$ cat config.mk
export PLATFORM = sky130hd
export DESIGN_NAME = ppl_port
export DESIGN_NICKNAME = d
export VERILOG_FILES = /design/src/rtl/ppl_pkg.sv /design/src/rtl/ppl_port.sv
export SDC_FILE = /design/constraint.sdc
export NUM_CORES = 1
export LEC_CHECK = 0
export ABC_AREA = 1
export ABC_CLOCK_PERIOD_IN_PS = 2190
export BUFFER_PORTS_ARGS = -buffer_cell sky130_fd_sc_hd__buf_2
export CAP_MARGIN = 5
export CORE_MARGIN = 10
export CORE_UTILIZATION = 45
export DETAILED_ROUTE_END_ITERATION = 7
export PLACE_DENSITY = 0.69
export SYNTH_ARGS = -nofsm -noshare
export SYNTH_HDL_FRONTEND = slang
export SYNTH_SLANG_ARGS = --single-unit
export TNS_END_PERCENT = 30
$ cat constraint.sdc
create_clock -name core_clk -period 2.19 [get_ports core_clk]
set_input_delay 0.438 -clock core_clk [delete_from_list [all_inputs] [get_ports core_clk]]
set_output_delay 0.438 -clock core_clk [all_outputs]
set_load 0.02 [all_outputs]
$ cat src/rtl/ppl_pkg.sv
/*
 * Shared constants and carrier types for the eight-bit port block:
 * register indices, reset values and the packed structs for the
 * register access port and the static configuration inputs.
 * Assumes a serial engine outside that decodes frames into single
 * register reads and writes and reports when a read byte has left.
 */
package ppl_pkg;

    // Port width and register index width.
    localparam int PORT_W = 8;
    localparam int ADDR_W = 4;

    // Register indices on the access port.
    localparam logic [3:0] IDX_PULLUP_ENABLE     = 4'h0;
    localparam logic [3:0] IDX_INTERRUPT_FLAGS   = 4'h1;
    localparam logic [3:0] IDX_INTERRUPT_CAPTURE = 4'h2;
    localparam logic [3:0] IDX_PORT_VALUE        = 4'h3;
    localparam logic [3:0] IDX_OUTPUT_LATCH      = 4'h4;

    // Reset values.
    localparam logic [7:0] RST_PULLUP_ENABLE     = 8'h00;
    localparam logic [7:0] RST_INTERRUPT_FLAGS   = 8'h00;
    localparam logic [7:0] RST_INTERRUPT_CAPTURE = 8'h00;
    localparam logic [7:0] RST_OUTPUT_LATCH      = 8'h00;
    localparam logic [7:0] RST_READ_DATA         = 8'h00;
    localparam logic [7:0] UNMAPPED_READ         = 8'h00;

    // One register access from the serial engine.
    typedef struct packed {
        logic             rd_en;
        logic             wr_en;
        logic [ADDR_W-1:0] addr;
        logic [PORT_W-1:0] wdata;
    } ppl_req_s;

    // Static configuration held elsewhere in the device.
    typedef struct packed {
        logic [PORT_W-1:0] pin_direction;
        logic [PORT_W-1:0] change_irq_enable;
        logic [PORT_W-1:0] compare_source_select;
        logic [PORT_W-1:0] default_compare_value;
        logic              irq_open_drain;
        logic              irq_polarity;
        logic              clear_on_capture_read;
    } ppl_cfg_s;

endpackage

$ cat src/rtl/ppl_port.sv
/*
 * Eight-bit port with pull-up enables, output latch, port read path
 * and interrupt-on-change logic (flags, capture, clear on read).
 * Assumes a serial engine on core_clk presenting one-cycle read and
 * write requests, and a read_done pulse once the least significant
 * bit of the last read byte has been shifted out. Pins are async.
 */
// Behaviour
// - Pull-up enable bit connects pin pull-up.
// - Pull-ups apply for inputs and outputs.
// - Flags set only for enabled causing pins.
// - Flag register ignores host writes.
// - Capture stores pin levels on interrupt.
// - Capture held until clearing register read.
// - Port read returns synchronised pin levels.
// - Port write goes into output latch.
// - Latch read returns stored latch value.
// - Latch drives only output pins.
// - Pin-change mode compares against previous value.
// - Default mode compares against default value.
// - Only enabled input pins cause interrupts.
// - First event captures; later ones wait.
// - Active until selected register read; writes ignored.
// - Clear after read byte fully shifted.
// - Pending change re-raises after the clearing register read.
// - Pin-change reference adopts new level.
// - Default mismatch persists after reads.
// - Interrupt output high, low or open-drain.
// - Clearing bit selects capture or port.
// - Compare-source bit selects reference.
// - Open-drain ignores polarity setting.
// - Polarity bit sets driven active level.
`timescale 1ns/1ps

module ppl_port #(
    parameter int PORT_W = ppl_pkg::PORT_W
) (
    // Clock and reset.
    input  wire logic              core_clk,
    input  wire logic              rst,
    // Register access from the serial engine.
    input  wire ppl_pkg::ppl_req_s req,
    input  wire logic              read_done,
    output logic [PORT_W-1:0]      rd_data,
    // Configuration bits from other registers.
    input  wire ppl_pkg::ppl_cfg_s cfg,
    // Port pins.
    input  wire logic [PORT_W-1:0] pin_in,
    output logic [PORT_W-1:0]      pin_out,
    output logic [PORT_W-1:0]      pin_oe,
    output logic [PORT_W-1:0]      pullup_en,
    // Interrupt pin.
    output logic                   irq_out,
    output logic                   irq_oe
);

    logic [PORT_W-1:0] sync1_reg;
    logic [PORT_W-1:0] pin_sync_reg;
    logic [PORT_W-1:0] pullup_reg;
    logic [PORT_W-1:0] latch_reg;
    logic [PORT_W-1:0] flags_reg;
    logic [PORT_W-1:0] capture_reg;
    logic [PORT_W-1:0] ref_reg;
    logic [PORT_W-1:0] rd_data_reg;
    logic [PORT_W-1:0] rd_data_next;
    logic [PORT_W-1:0] ref_next;
    logic [ppl_pkg::ADDR_W-1:0] last_rd_reg;
    logic              active_reg;
    logic              irq_last_reg;

    // Named decode wires.
    wire wr_pullup  = req.wr_en && (req.addr == ppl_pkg::IDX_PULLUP_ENABLE);
    wire wr_port    = req.wr_en && (req.addr == ppl_pkg::IDX_PORT_VALUE);
    wire wr_latch   = req.wr_en && (req.addr == ppl_pkg::IDX_OUTPUT_LATCH);
    wire [PORT_W-1:0] armed;
    wire [PORT_W-1:0] mismatch;
    wire [PORT_W-1:0] diff_default;
    wire [PORT_W-1:0] diff_previous;
    wire              clr_idx_match;
    wire              clr_evt;
    wire              raise;

    // two flop synchroniser
    // The first stage feeds only the second, never any logic.
    always_ff @(posedge core_clk or posedge rst) begin
        if (rst) begin
            sync1_reg    <= '0;
            pin_sync_reg <= '0;
        end else begin
            sync1_reg    <= pin_in;
            pin_sync_reg <= sync1_reg;
        end
    end

    // enabled inputs only
    // A pin is armed only when it is an input with change enable set.
    assign armed = cfg.pin_direction & cfg.change_irq_enable;

    // compare source select
    // Each pin picks its own reference, so modes may be mixed per pin.
    // default value compare
    assign diff_default  = pin_sync_reg ^ cfg.default_compare_value;
    assign diff_previous = pin_sync_reg ^ ref_reg;
    assign mismatch = armed & ((cfg.compare_source_select & diff_default)
                      | (~cfg.compare_source_select & diff_previous));

    // raise only when idle
    // While active, new conditions wait; they raise once it clears.
    assign raise = !active_reg && (mismatch != '0);

    // clearing register select
    // The clear keys on the register whose byte just left the device.
    assign clr_idx_match = cfg.clear_on_capture_read
                         ? (last_rd_reg == ppl_pkg::IDX_INTERRUPT_CAPTURE)
                         : (last_rd_reg == ppl_pkg::IDX_PORT_VALUE);
    assign clr_evt = active_reg && read_done && clr_idx_match;

    // reference adopts level
    // Unarmed pins track the pin so that arming starts from the
    // present level instead of a stale one; armed pins move on raise.
    assign ref_next = raise ? pin_sync_reg
                    : ((ref_reg & armed) | (pin_sync_reg & ~armed));

    // interrupt state
    // Writes never touch this flop; only a matching read clears it.
    // clear then re-raise
    // A pending mismatch raises again on the cycle after a clear.
    // default mismatch persists
    always_ff @(posedge core_clk or posedge rst) begin
        if (rst) begin
            active_reg <= 1'b0;
        end else if (raise) begin
            active_reg <= 1'b1;
        end else if (clr_evt) begin
            active_reg <= 1'b0;
        end
    end

    always_ff @(posedge core_clk or posedge rst) begin
        if (rst) begin
            flags_reg   <= ppl_pkg::RST_INTERRUPT_FLAGS;
            capture_reg <= ppl_pkg::RST_INTERRUPT_CAPTURE;
        end else if (raise) begin
            flags_reg   <= mismatch;
            capture_reg <= pin_sync_reg;
        end else if (clr_evt) begin
            flags_reg   <= ppl_pkg::RST_INTERRUPT_FLAGS;
        end
    end

    // Pin-change reference.
    always_ff @(posedge core_clk or posedge rst) begin
        if (rst) begin
            ref_reg <= '0;
        end else begin
            ref_reg <= ref_next;
        end
    end

    always_ff @(posedge core_clk or posedge rst) begin
        if (rst) begin
            pullup_reg <= ppl_pkg::RST_PULLUP_ENABLE;
            latch_reg  <= ppl_pkg::RST_OUTPUT_LATCH;
        end else begin
            if (wr_pullup) begin
                pullup_reg <= req.wdata;
            end
            if (wr_port || wr_latch) begin
                latch_reg <= req.wdata;
            end
        end
    end

    // register read path
    // Unmapped indices read as zero.
    always_comb begin
        case (req.addr)
            ppl_pkg::IDX_PULLUP_ENABLE:     rd_data_next = pullup_reg;
            ppl_pkg::IDX_INTERRUPT_FLAGS:   rd_data_next = flags_reg;
            ppl_pkg::IDX_INTERRUPT_CAPTURE: rd_data_next = capture_reg;
            ppl_pkg::IDX_PORT_VALUE:        rd_data_next = pin_sync_reg;
            ppl_pkg::IDX_OUTPUT_LATCH:      rd_data_next = latch_reg;
            default: rd_data_next = ppl_pkg::UNMAPPED_READ;
        endcase
    end

    // Read data and the index of the read still being shifted out.
    always_ff @(posedge core_clk or posedge rst) begin
        if (rst) begin
            rd_data_reg <= ppl_pkg::RST_READ_DATA;
            last_rd_reg <= '1;
        end else if (req.rd_en) begin
            rd_data_reg <= rd_data_next;
            last_rd_reg <= req.addr;
        end
    end

    // Registered copy of the interrupt active state (active_reg).
    always_ff @(posedge core_clk or posedge rst) begin
        if (rst) begin
            irq_last_reg <= 1'b0;
        end else begin
            irq_last_reg <= active_reg;
        end
    end

    assign rd_data = rd_data_reg;

    assign pullup_en = pullup_reg;
    // only outputs driven
    // Direction bit 1 means input, so the enable is its inverse.
    assign pin_out = latch_reg;
    assign pin_oe  = ~cfg.pin_direction;

    // driven polarity
    // Open drain pulls low only while active; a driven pin always drives.
    assign irq_out = cfg.irq_open_drain ? 1'b0
                   : (cfg.irq_polarity ? active_reg : ~active_reg);
    assign irq_oe  = cfg.irq_open_drain ? active_reg : 1'b1;
endmodule

==> impl_metrics.toml, run 1 <==
[run_status]
outcome = "complete, no violations"

[setup_path]
cp_data_required_time_ps = 1750
worst-setup-path-type = "reg2out"
cp_data_arrival_time_ps = 1190
cp_max_fo = 4
reg2reg_setup_slack_ps = 590
cp-start-kind = "register"
reg2reg_depth = 9
critical_path.endpoint_type = "output port"

[sta]
transition_time_of_the_tightest_slew_check_pin_ps = 583
clock_skew_ps = 8.79
maxSlewViolCount = 0
unrepaired_setup_endpoints_after_global_routing = "no"
period_minus_slack_ps = 1620
hold_ws_ps = 12.6
fmaxAchievable_mhz = 616
fin_crit_sh_pct = 74.1
setup_violations = 0
hold_viol_final = 0
fin_tns_setup_ps = 0
slew_headroom_pct = 60.9

[cells_and_area]
register_area_um2 = 1730
final_cell_count_no_fill = 583
nNetsFinal = 539
filler_cell_count = 703
layout-drive-gt1-share_pct = 29.5
layout.core_utilization_pct = 55.7
num_antenna_cells = 0
multiInputGateArea_um2 = 1280
flow.area_growth_from_synthesis_pct = 21.9

[clocking]
cts.sinks = 69
postCtsHoldBufs = 0
cts_tree = "built"
worstSkewPairLatency_ps = 340
root_buffer = "sky130_fd_sc_hd__clkbuf_8"
worst_setup_hold_path_clk_slew_ps = 80
post_cts.repair.setup_buffers = 0
cts_max_level = 3
cts-resized-gates = 0
cts-root-to-sink-buffers = 2
cts_made_buffers = 9

[synthesis]
mappedNetlistNets = 438
netlist_instances = 378
synthDistinctLibCells = 28
syn_area_um2 = 3280
ys.warnings.count = 0
synth.ff_latch_count = 69
synth.avg_cell_area_um2 = 8.67
synth_sequential_area_ratio_pct = 52.9

[global_routing]
grt_antenna_before_repair = 0
grt-ovfl-total = 0
grt_start_max_net_pins = 42
wire_length_of_the_first_global_routing_pass_um = 13500
grt_use_total_pct = 14.7
number_of_global_route_vias_before_repair = 2810

[detailed_routing]
vias = 2777
detail_route.iter0.violations = 116
detail-route-antenna-nets = 0
drt_pass1_iterations = 5
post_drt_wl_per_cell_um = 13.8
drc = 0
vias_per_cell = 4.76
total_wire_length_after_detailed_routing_um = 8040

[pwr]
power.total_mw = 3.57
power.leakage_nw = 2.17
vdd_ir_drop_max_mv = 0.446
power_density_nw_per_um2 = 893

[flow_run]
cap_viol_max_count = 0

[placement]
io_buffer_count = 93
place_congestion = 0.831
hpwlAfterDp_um = 6250
place.detailed.instances = 567

[worst_hold_path]
timing.hold.worst.class = "in2async"

[floorplan]
die_x_um = 105
die_h_um = 105
start_util_pct = 45.6
ioPinCount = 94
die_area_um2 = 11100
fp-row-count = 31
core_um2 = 7180
## synthesized netlist by cell type
cell / instances / area, µm²
sky130_fd_sc_hd__buf_12: 1 / 20.0
sky130_fd_sc_hd__o211ai_1: 8 / 60.1
sky130_fd_sc_hd__clkinv_1: 1 / 3.75
sky130_fd_sc_hd__nand3_1: 43 / 215
sky130_fd_sc_hd__mux2_1: 5 / 56.3
sky130_fd_sc_hd__clkbuf_1: 2 / 7.51
sky130_fd_sc_hd__inv_1: 46 / 173
sky130_fd_sc_hd__nand2_2: 1 / 6.26
sky130_fd_sc_hd__a21boi_4: 1 / 18.8
sky130_fd_sc_hd__nor2_2: 3 / 18.8
sky130_fd_sc_hd__xor2_1: 2 / 17.5
sky130_fd_sc_hd__nand2_1: 129 / 484
sky130_fd_sc_hd__buf_8: 2 / 30.0
sky130_fd_sc_hd__dfstp_2: 4 / 105
sky130_fd_sc_hd__o21ai_1: 7 / 35.0
sky130_fd_sc_hd__buf_6: 1 / 11.3
sky130_fd_sc_hd__inv_2: 2 / 7.51
sky130_fd_sc_hd__buf_4: 1 / 7.51
sky130_fd_sc_hd__nand3_2: 10 / 100
sky130_fd_sc_hd__nand2_8: 1 / 20.0
sky130_fd_sc_hd__o21ai_0: 25 / 125
sky130_fd_sc_hd__nor2_1: 10 / 37.5
sky130_fd_sc_hd__nand2_4: 1 / 11.3
sky130_fd_sc_hd__dfrtp_1: 65 / 1630
sky130_fd_sc_hd__nor4_4: 1 / 21.3
sky130_fd_sc_hd__o21ai_2: 2 / 17.5
sky130_fd_sc_hd__nor3_1: 1 / 5.00
sky130_fd_sc_hd__mux2_2: 3 / 33.8
## routing by layer
metal	GRT usage, %	share of wire [%]	vias up
li1	-	-	1410
met1	18.0	45	1284
met2	23.8	47	74
met3	5.36	7.2	9
met4	4.12	0.95	0
met5	0	0	-
## cell usage in the layout (no fill, tap or decap), types with 3 or more instances in the layout
master,count
sky130_fd_sc_hd__o211ai_1,8
sky130_fd_sc_hd__buf_4,4
sky130_fd_sc_hd__nand3_2,10
sky130_fd_sc_hd__inv_2,3
sky130_fd_sc_hd__dfstp_2,4
sky130_fd_sc_hd__nor2_1,10
sky130_fd_sc_hd__nand3_1,43
sky130_fd_sc_hd__dfrtp_1,65
sky130_fd_sc_hd__nor2_2,3
sky130_fd_sc_hd__mux2_2,3
sky130_fd_sc_hd__o21ai_1,7
sky130_fd_sc_hd__clkbuf_8,9
sky130_fd_sc_hd__mux2_1,5
sky130_fd_sc_hd__buf_2,93
sky130_fd_sc_hd__nand2_1,129
sky130_fd_sc_hd__o21ai_0,25
sky130_fd_sc_hd__inv_1,45
## where the power goes
group	total (mW)	switching, mW	internal, mW
combinational	0.909	0.577	0.332
sequential	1.74	0.172	1.57
clock	0.920	0.506	0.414
total	3.57	1.25	2.31
## path summary, 6_finish.rpt
check | from | end
max | active_reg$_DFFE_PP0P_ | irq_out
min reg2reg | sync1_reg[6]$_DFF_PP0_ | pin_sync_reg[6]$_DFF_PP0_
min | rst | sync1_reg[6]$_DFF_PP0_
max in group asynchronous | rst | last_rd_reg[3]$_DFFE_PP1P_
min in group core_clk | pin_in[6] | sync1_reg[6]$_DFF_PP0_
max reg2reg | pin_sync_reg[0]$_DFF_PP0_ | flags_reg[6]$_DFFE_PP0P_
## critical path: stages (launching register included)
cell and delay (ps):
sky130_fd_sc_hd__dfrtp_1 430, sky130_fd_sc_hd__xor2_1 170, sky130_fd_sc_hd__nor2_1 80, sky130_fd_sc_hd__buf_2 170
## cell families after synthesis
logic type	synth area share [%]
simple gates	28.1
flops	52.9
xor+xnor	0.535
mux	2.75
buf+inv	7.95
compound gates	7.83
## through the flow
| step | setup WS (ps) | area, µm² |
|---|---|---|
| after floorplan | 18.8 | 3280 |
| after global placement | 498 | 3820 |
| after detailed placement | 447 | 3820 |
| after CTS | 555 | 3990 |
| after global routing | 383 | 3990 |
| final | 567 | 3990 |
## layout make-up
| class | count | area share, % |
|---|---|---|
| Tap cell | 99 | 3.10 |
| Clock inverter | 7 | 1.28 |
| Inverter | 49 | 4.61 |
| Multi-Input combinational cell | 253 | 32.1 |
| Sequential cell | 69 | 43.4 |
| Clock buffer | 9 | 3.10 |
| Timing Repair Buffer | 97 | 12.4 |
No activity file was read; power rests on OpenSTA's default activity.
==> run 2: changes to the inputs <==
--- a/config.mk
+++ b/config.mk
@@ -6,7 +6,7 @@
 export NUM_CORES = 1
 export LEC_CHECK = 0
 export ABC_AREA = 1
-export ABC_CLOCK_PERIOD_IN_PS = 2190
+export ABC_CLOCK_PERIOD_IN_PS = 1400
 export BUFFER_PORTS_ARGS = -buffer_cell sky130_fd_sc_hd__buf_2
 export CAP_MARGIN = 5
 export CORE_MARGIN = 10
==> constraint.sdc (replaced) <==
create_clock -name core_clk -period 1.4 [get_ports core_clk]
set_input_delay 0.28 -clock core_clk [delete_from_list [all_inputs] [get_ports core_clk]]
set_output_delay 0.28 -clock core_clk [all_outputs]
set_load 0.02 [all_outputs]
==> run 2 against run 1 <==
Via count rose by 11%. Critical path depth is 6 higher. Critical path type is now reg2reg. Die area unchanged. Cell count increased by 9.4%. The flow now finishes with violations (negative setup slack). Power rose by 77%. Sequential cell count stayed put.
==> impl_metrics.toml, run 2 (same netlist as run 1, synthesis figures left out) <==
[sta]
period_minus_slack_ps = 1520
postLayoutSetupSlackWorst_ps = -115
fmaxAchievable_mhz = 660
clock_skew_ps = 10.8
slew_headroom_pct = 74.0
fin_crit_sh_pct = 108
setup_violations = 27
maxSlewViolCount = 0
transition_time_of_the_tightest_slew_check_pin_ps = 390
unrepaired_setup_endpoints_after_global_routing = "yes"
hold_viol_final = 0

[detailed_routing]
post_drt_wl_per_cell_um = 14.6
total_wire_length_after_detailed_routing_um = 9320
vias = 3086
drc = 0
drt_pass1_iterations = 4
detail_route.iter0.violations = 148
detail-route-antenna-nets = 0
vias_per_cell = 4.84

[setup_path]
reg2reg_setup_slack_ps = -120
reg2reg_depth = 9
cp_data_required_time_ps = 1630
cp_max_fo = 8
critical_path.endpoint_type = "register"
reg_to_reg_startpoint = "pin_sync_reg[1]$_DFF_PP0_"
cp-start-kind = "register"
cp_data_arrival_time_ps = 1750
worst-setup-path-type = "reg2reg"

[pwr]
seq_power_share_pct = 43.6
power_density_nw_per_um2 = 1350
comb_power_share_pct = 30.4
vdd_ir_drop_max_mv = 0.623
power.leakage_nw = 2.49
power.switching_fraction_pct = 35.4
power_frac_clock_pct = 26.1
switching_power_mw = 2.24
internal_power_mw = 4.08

[placement]
place_congestion = 0.833
place.detailed.instances = 601
hpwlAfterDp_um = 6390
placedInstanceArea_um2 = 4100
place_ws_ps = -135
io_buffer_count = 93

[clocking]
cts_max_level = 3
worstSkewPairLatency_ps = 350
cts.sinks = 69
root_buffer = "sky130_fd_sc_hd__clkbuf_8"
worst_setup_hold_path_clk_slew_ps = 80
cts_tree = "built"
cts-root-to-sink-buffers = 2
cts_made_buffers = 9

[global_routing]
number_of_global_route_vias_before_repair = 3154
grt_antenna_before_repair = 0
grt_start_max_net_pins = 70
grt-ovfl-total = 0
wire_length_of_the_first_global_routing_pass_um = 15200
grt_use_total_pct = 16.8

[run_status]
failed_checks = "negative setup slack"
outcome = "finished with violations"

[floorplan]
start_util_pct = 45.6
die_area_um2 = 11100
fp-row-count = 31
die_h_um = 105
core_um2 = 7180
die_x_um = 105
ioPinCount = 94

[cells_and_area]
flow.area_growth_from_synthesis_pct = 43.2
postLayoutCellArea_um2 = 4690
layout-drive-gt1-share_pct = 42.7
nNetsFinal = 594
layout.cells.most_common_list = "123 x sky130_fd_sc_hd__nand2_1, 92 x sky130_fd_sc_hd__buf_2, 64 x sky130_fd_sc_hd__dfrtp_1, 51 x sky130_fd_sc_hd__buf_4, 43 x sky130_fd_sc_hd__inv_1"
num_antenna_cells = 0
layout_commonest_cell = "sky130_fd_sc_hd__nand2_1"
final_cell_count_no_fill = 638

[worst_hold_path]
timing.hold.worst.class = "in2async"

[flow_run]
cap_viol_max_count = 0
run 2: changes by cell type in the layout (fill, tap and decap cells not counted), moves of 3 or more:
cell,delta
sky130_fd_sc_hd__buf_4,+47
sky130_fd_sc_hd__nand2_1,-6
sky130_fd_sc_hd__nand2_8,+3
sky130_fd_sc_hd__nand2_2,+6
sky130_fd_sc_hd__nand3_2,+18
sky130_fd_sc_hd__nand3_4,+4
sky130_fd_sc_hd__nand3_1,-21
run 2: power by group through the flow:
| stage | Sequential (mW) | Combinational (mW) | Clock (mW) |
|---|---|---|---|
| final | 2.75 | 1.92 | 1.65 |
| after CTS | 2.74 | 1.81 | 1.67 |
| after global placement | 2.76 | 1.52 | 0 |
| after global routing | 2.81 | 2.12 | 1.76 |
| after floorplan | 2.87 | 0.892 | 0 |
| after detailed placement | 2.76 | 1.57 | 0 |
run 2: layout make-up:
cell class / count / area, µm²
clock buffer: 10 / 138
timing repair buffer: 147 / 906
fill: 604 / 2480
multi-input combinational: 258 / 1540
clock inverter: 6 / 61.3
sequential: 69 / 1730
inverter: 49 / 193
tap: 99 / 124
run 2: stage by stage:
| stage | TNS [ps] | hold slack, ps | power [mW] | utilization (%) |
|---|---|---|---|---|
| 6_report | -1510 | 27.1 | 6.32 | 65.4 |
| 5_1_grt | -3670 | 15.0 | 6.69 | 65.4 |
| 4_1_cts | -233 | 21.3 | 6.22 | 63.8 |
| 3_5_place_dp | -2390 | 335 | 4.33 | 57.2 |
| 3_3_place_gp | -2090 | 332 | 4.28 | 57.2 |
| 2_1_floorplan | 0 | 311 | 3.77 | - |
run 2: worst max path at each step:
stage / start / endpoint / cells past startpoint
global route: register / register / 10
detailed placement: cfg[18] / flags_reg[7]$_DFFE_PP0P_ / 12
floorplan: last_rd_reg[0]$_DFFE_PP1P_ / flags_reg[2]$_DFFE_PP0P_ / 6
CTS: active_reg$_DFFE_PP0P_ / irq_out / 3
finish: pin_sync_reg[1]$_DFF_PP0_ / register / 9
global placement: cfg[12] / flags_reg[5]$_DFFE_PP0P_ / 12
run 2: layer usage:
layer | global-route usage [%] | share of wire (%) | vias up | wire length (µm)
met2 | 28.2 | 50 | 107 | 4700
met4 | 4.31 | 1.3 | 0 | 121
met3 | 6.33 | 7.5 | 9 | 697
li1 | - | - | 1534 | -
met1 | 19.7 | 41 | 1436 | 3800
met5 | 0 | 0 | - | 0
run 2: timing repair:
action	in CTS	in global routing
pin swaps	15	13
hold buffers	0	0
gates resized for setup	36	12
cloned	4	1
buffers inserted	10	6
setup endpoints to repair	27	27
endpoints found under the hold margin	0	0
run 2: critical path: stages, from the launching register on:
cell and delay [ps]:
sky130_fd_sc_hd__dfrtp_1 420, sky130_fd_sc_hd__inv_2 80, sky130_fd_sc_hd__nand3_1 80, sky130_fd_sc_hd__nand3_2 100, sky130_fd_sc_hd__nand2_2 80, sky130_fd_sc_hd__nor2_4 170, sky130_fd_sc_hd__nand2_8 140, sky130_fd_sc_hd__buf_6 170
sky130_fd_sc_hd__nand3_4 70, sky130_fd_sc_hd__nand3_2 80
==> run 3: changes to the inputs <==
--- a/config.mk
+++ b/config.mk
@@ -10,9 +10,9 @@
 export BUFFER_PORTS_ARGS = -buffer_cell sky130_fd_sc_hd__buf_2
 export CAP_MARGIN = 5
 export CORE_MARGIN = 10
-export CORE_UTILIZATION = 45
+export CORE_UTILIZATION = 47
 export DETAILED_ROUTE_END_ITERATION = 7
-export PLACE_DENSITY = 0.69
+export PLACE_DENSITY = 0.72
 export SYNTH_ARGS = -nofsm -noshare
 export SYNTH_HDL_FRONTEND = slang
 export SYNTH_SLANG_ARGS = --single-unit
==> run 3 against run 2 <==
The run still ends with negative setup slack left. Clock-buffer cell count grew 3. Wire length shrank 2.5%. Register-to-register slack gained 30 ps. Non-clock buffer count shrank 3. Critical path type unchanged. Largest cell class unchanged. Largest power group unchanged. Highest routed layer unchanged.
==> impl_metrics.toml, run 3 (same netlist as run 1, synthesis figures left out) <==
[clocking]
root_buffer = "sky130_fd_sc_hd__clkbuf_8"
cts_tree = "built"
worst_setup_hold_path_clk_slew_ps = 70
worstSkewPairLatency_ps = 350
cts-root-to-sink-buffers = 2
cts.sinks = 69
cts_max_level = 3
cts_made_buffers = 9

[floorplan]
die_x_um = 103
die_h_um = 103
die_area_um2 = 10700
ioPinCount = 94
core_um2 = 6790
fp-row-count = 30
start_util_pct = 48.2

[setup_path]
cp_max_fo = 21
reg2reg_depth = 10
cp-start-kind = "register"
critical_path.endpoint_type = "register"
cp_data_required_time_ps = 1630
worst-setup-path-type = "reg2reg"
cp_data_arrival_time_ps = 1720

[global_routing]
grt_use_total_pct = 17.3
wire_length_of_the_first_global_routing_pass_um = 14400
number_of_global_route_vias_before_repair = 3182
grt_antenna_before_repair = 0
grt_start_max_net_pins = 24
grt-ovfl-total = 0

[detailed_routing]
detail_route.iter0.violations = 174
drt_pass1_iterations = 4
detail-route-antenna-nets = 0
vias_per_cell = 4.91
drc = 0
post_drt_wl_per_cell_um = 14.5
vias = 3083
total_wire_length_after_detailed_routing_um = 9080

[placement]
place.detailed.instances = 598
place_congestion = 0.796
place_ws_ps = -195
io_buffer_count = 93
hpwlAfterDp_um = 6520

[pwr]
comb_power_share_pct = 30.9
seq_power_share_pct = 45.3
vdd_ir_drop_max_mv = 0.905
power_density_nw_per_um2 = 1320
power.switching_fraction_pct = 35.2
power.leakage_nw = 2.46
internal_power_mw = 3.94
power.total_mw = 6.08
power_frac_clock_pct = 23.8
switching_power_mw = 2.14

[sta]
hold_viol_final = 0
transition_time_of_the_tightest_slew_check_pin_ps = 521
slew_headroom_pct = 65.2
period_minus_slack_ps = 1490
maxSlewViolCount = 0
unrepaired_setup_endpoints_after_global_routing = "yes"
postLayoutSetupSlackWorst_ps = -88.8
setup_violations = 27
clock_skew_ps = 6.66
fmaxAchievable_mhz = 672
fin_crit_sh_pct = 106

[cells_and_area]
flow.area_growth_from_synthesis_pct = 41.1
layout-drive-gt1-share_pct = 41.9
final_cell_count_no_fill = 628
num_antenna_cells = 0
layout.cells.most_common_list = "122 x sky130_fd_sc_hd__nand2_1, 91 x sky130_fd_sc_hd__buf_2, 64 x sky130_fd_sc_hd__dfrtp_1, 48 x sky130_fd_sc_hd__buf_4, 42 x sky130_fd_sc_hd__inv_1"
layout.core_utilization_pct = 68.0
nNetsFinal = 588
layout_commonest_cell = "sky130_fd_sc_hd__nand2_1"

[run_status]
outcome = "finished with violations"
failed_checks = "negative setup slack"

[worst_hold_path]
hold_path_depth = 1
timing.hold.worst.class = "in2reg"

[flow_run]
cap_viol_max_count = 0
[run 3: cell count changes in the layout (fill, tap and decap cells not counted), sizes merged]
cell | before | now
clkinv | 4 | 3
bufinv | 1 | 0
inv | 48 | 47
buf | 147 | 143
clkbuf | 10 | 13
dlygate4sd3 | 0 | 1
clkinvlp | 2 | 1
nand2 | 136 | 133
[run 3: critical path, stage by stage (launching register included)]
cell and delay (ps):
sky130_fd_sc_hd__dfrtp_1 390, sky130_fd_sc_hd__nand2_1 90, sky130_fd_sc_hd__nand2_1 60, sky130_fd_sc_hd__nand2_1 70, sky130_fd_sc_hd__nand3_2 100, sky130_fd_sc_hd__nand2_2 100, sky130_fd_sc_hd__nor2_4 50, sky130_fd_sc_hd__nand2_4 140
sky130_fd_sc_hd__nand2_8 150, sky130_fd_sc_hd__nand2_1 130, sky130_fd_sc_hd__nand3_2 80
[run 3: path summary, 6_finish.rpt]
kind | startpoint | to | slack [ps]
worst max-delay path | register | register | -90
worst min-delay path | pin_in[0] | sync1_reg[0]$_DFF_PP0_ | 30
worst max register to register | register | register | -90
worst min register to register | sync1_reg[1]$_DFF_PP0_ | pin_sync_reg[1]$_DFF_PP0_ | 350
max in group asynchronous | rst | flags_reg[4]$_DFFE_PP0P_ | 400
min in group asynchronous | rst | flags_reg[0]$_DFFE_PP0P_ | 520
[run 3: cell type report]
class,instances,area (µm²)
sequential,69,1730
fill,551,2170
clock inverter,2,10.0
multi-input combinational,255,1510
tap,96,120
inverter,49,193
timing repair buffer,144,897
clock buffer,13,159
[run 3: repair_timing]
action                     4_1_cts  5_1_grt
gates resized for setup         26       25
hold buffers                     1        0
pin swaps                       13       17
hold endpoints to repair        13        0
setup buffers                   12        0
setup endpoints to repair       27       27
cloned                           2        0
[run 3: power groups by stage]
stage,clock [mW],sequential [mW],combinational [mW]
floorplan,0,2.87,0.892
global placement,0,2.76,1.54
detailed placement,0,2.77,1.59
CTS,1.46,2.75,1.74
global route,1.56,2.81,2.06
finish,1.45,2.75,1.88
[run 3: layer usage]
layer	GRT usage, %	vias up	routed length [µm]
met5	0	-	0
met4	5.78	0	152
met3	6.18	18	726
met2	29.9	100	4590
met1	19.3	1441	3610
li1	-	1524	-
[run 3: per-stage QoR]
| step | setup TNS, ps | cell area (µm²) | hold WS, ps |
|---|---|---|---|
| floorplan | 0 | 3280 | 311 |
| global placement | -3090 | 4110 | 332 |
| detailed placement | -4330 | 4110 | 336 |
| CTS | -381 | 4500 | 26.8 |
| global route | -3910 | 4620 | 19.1 |
| finish | -1320 | 4620 | 29.0 |
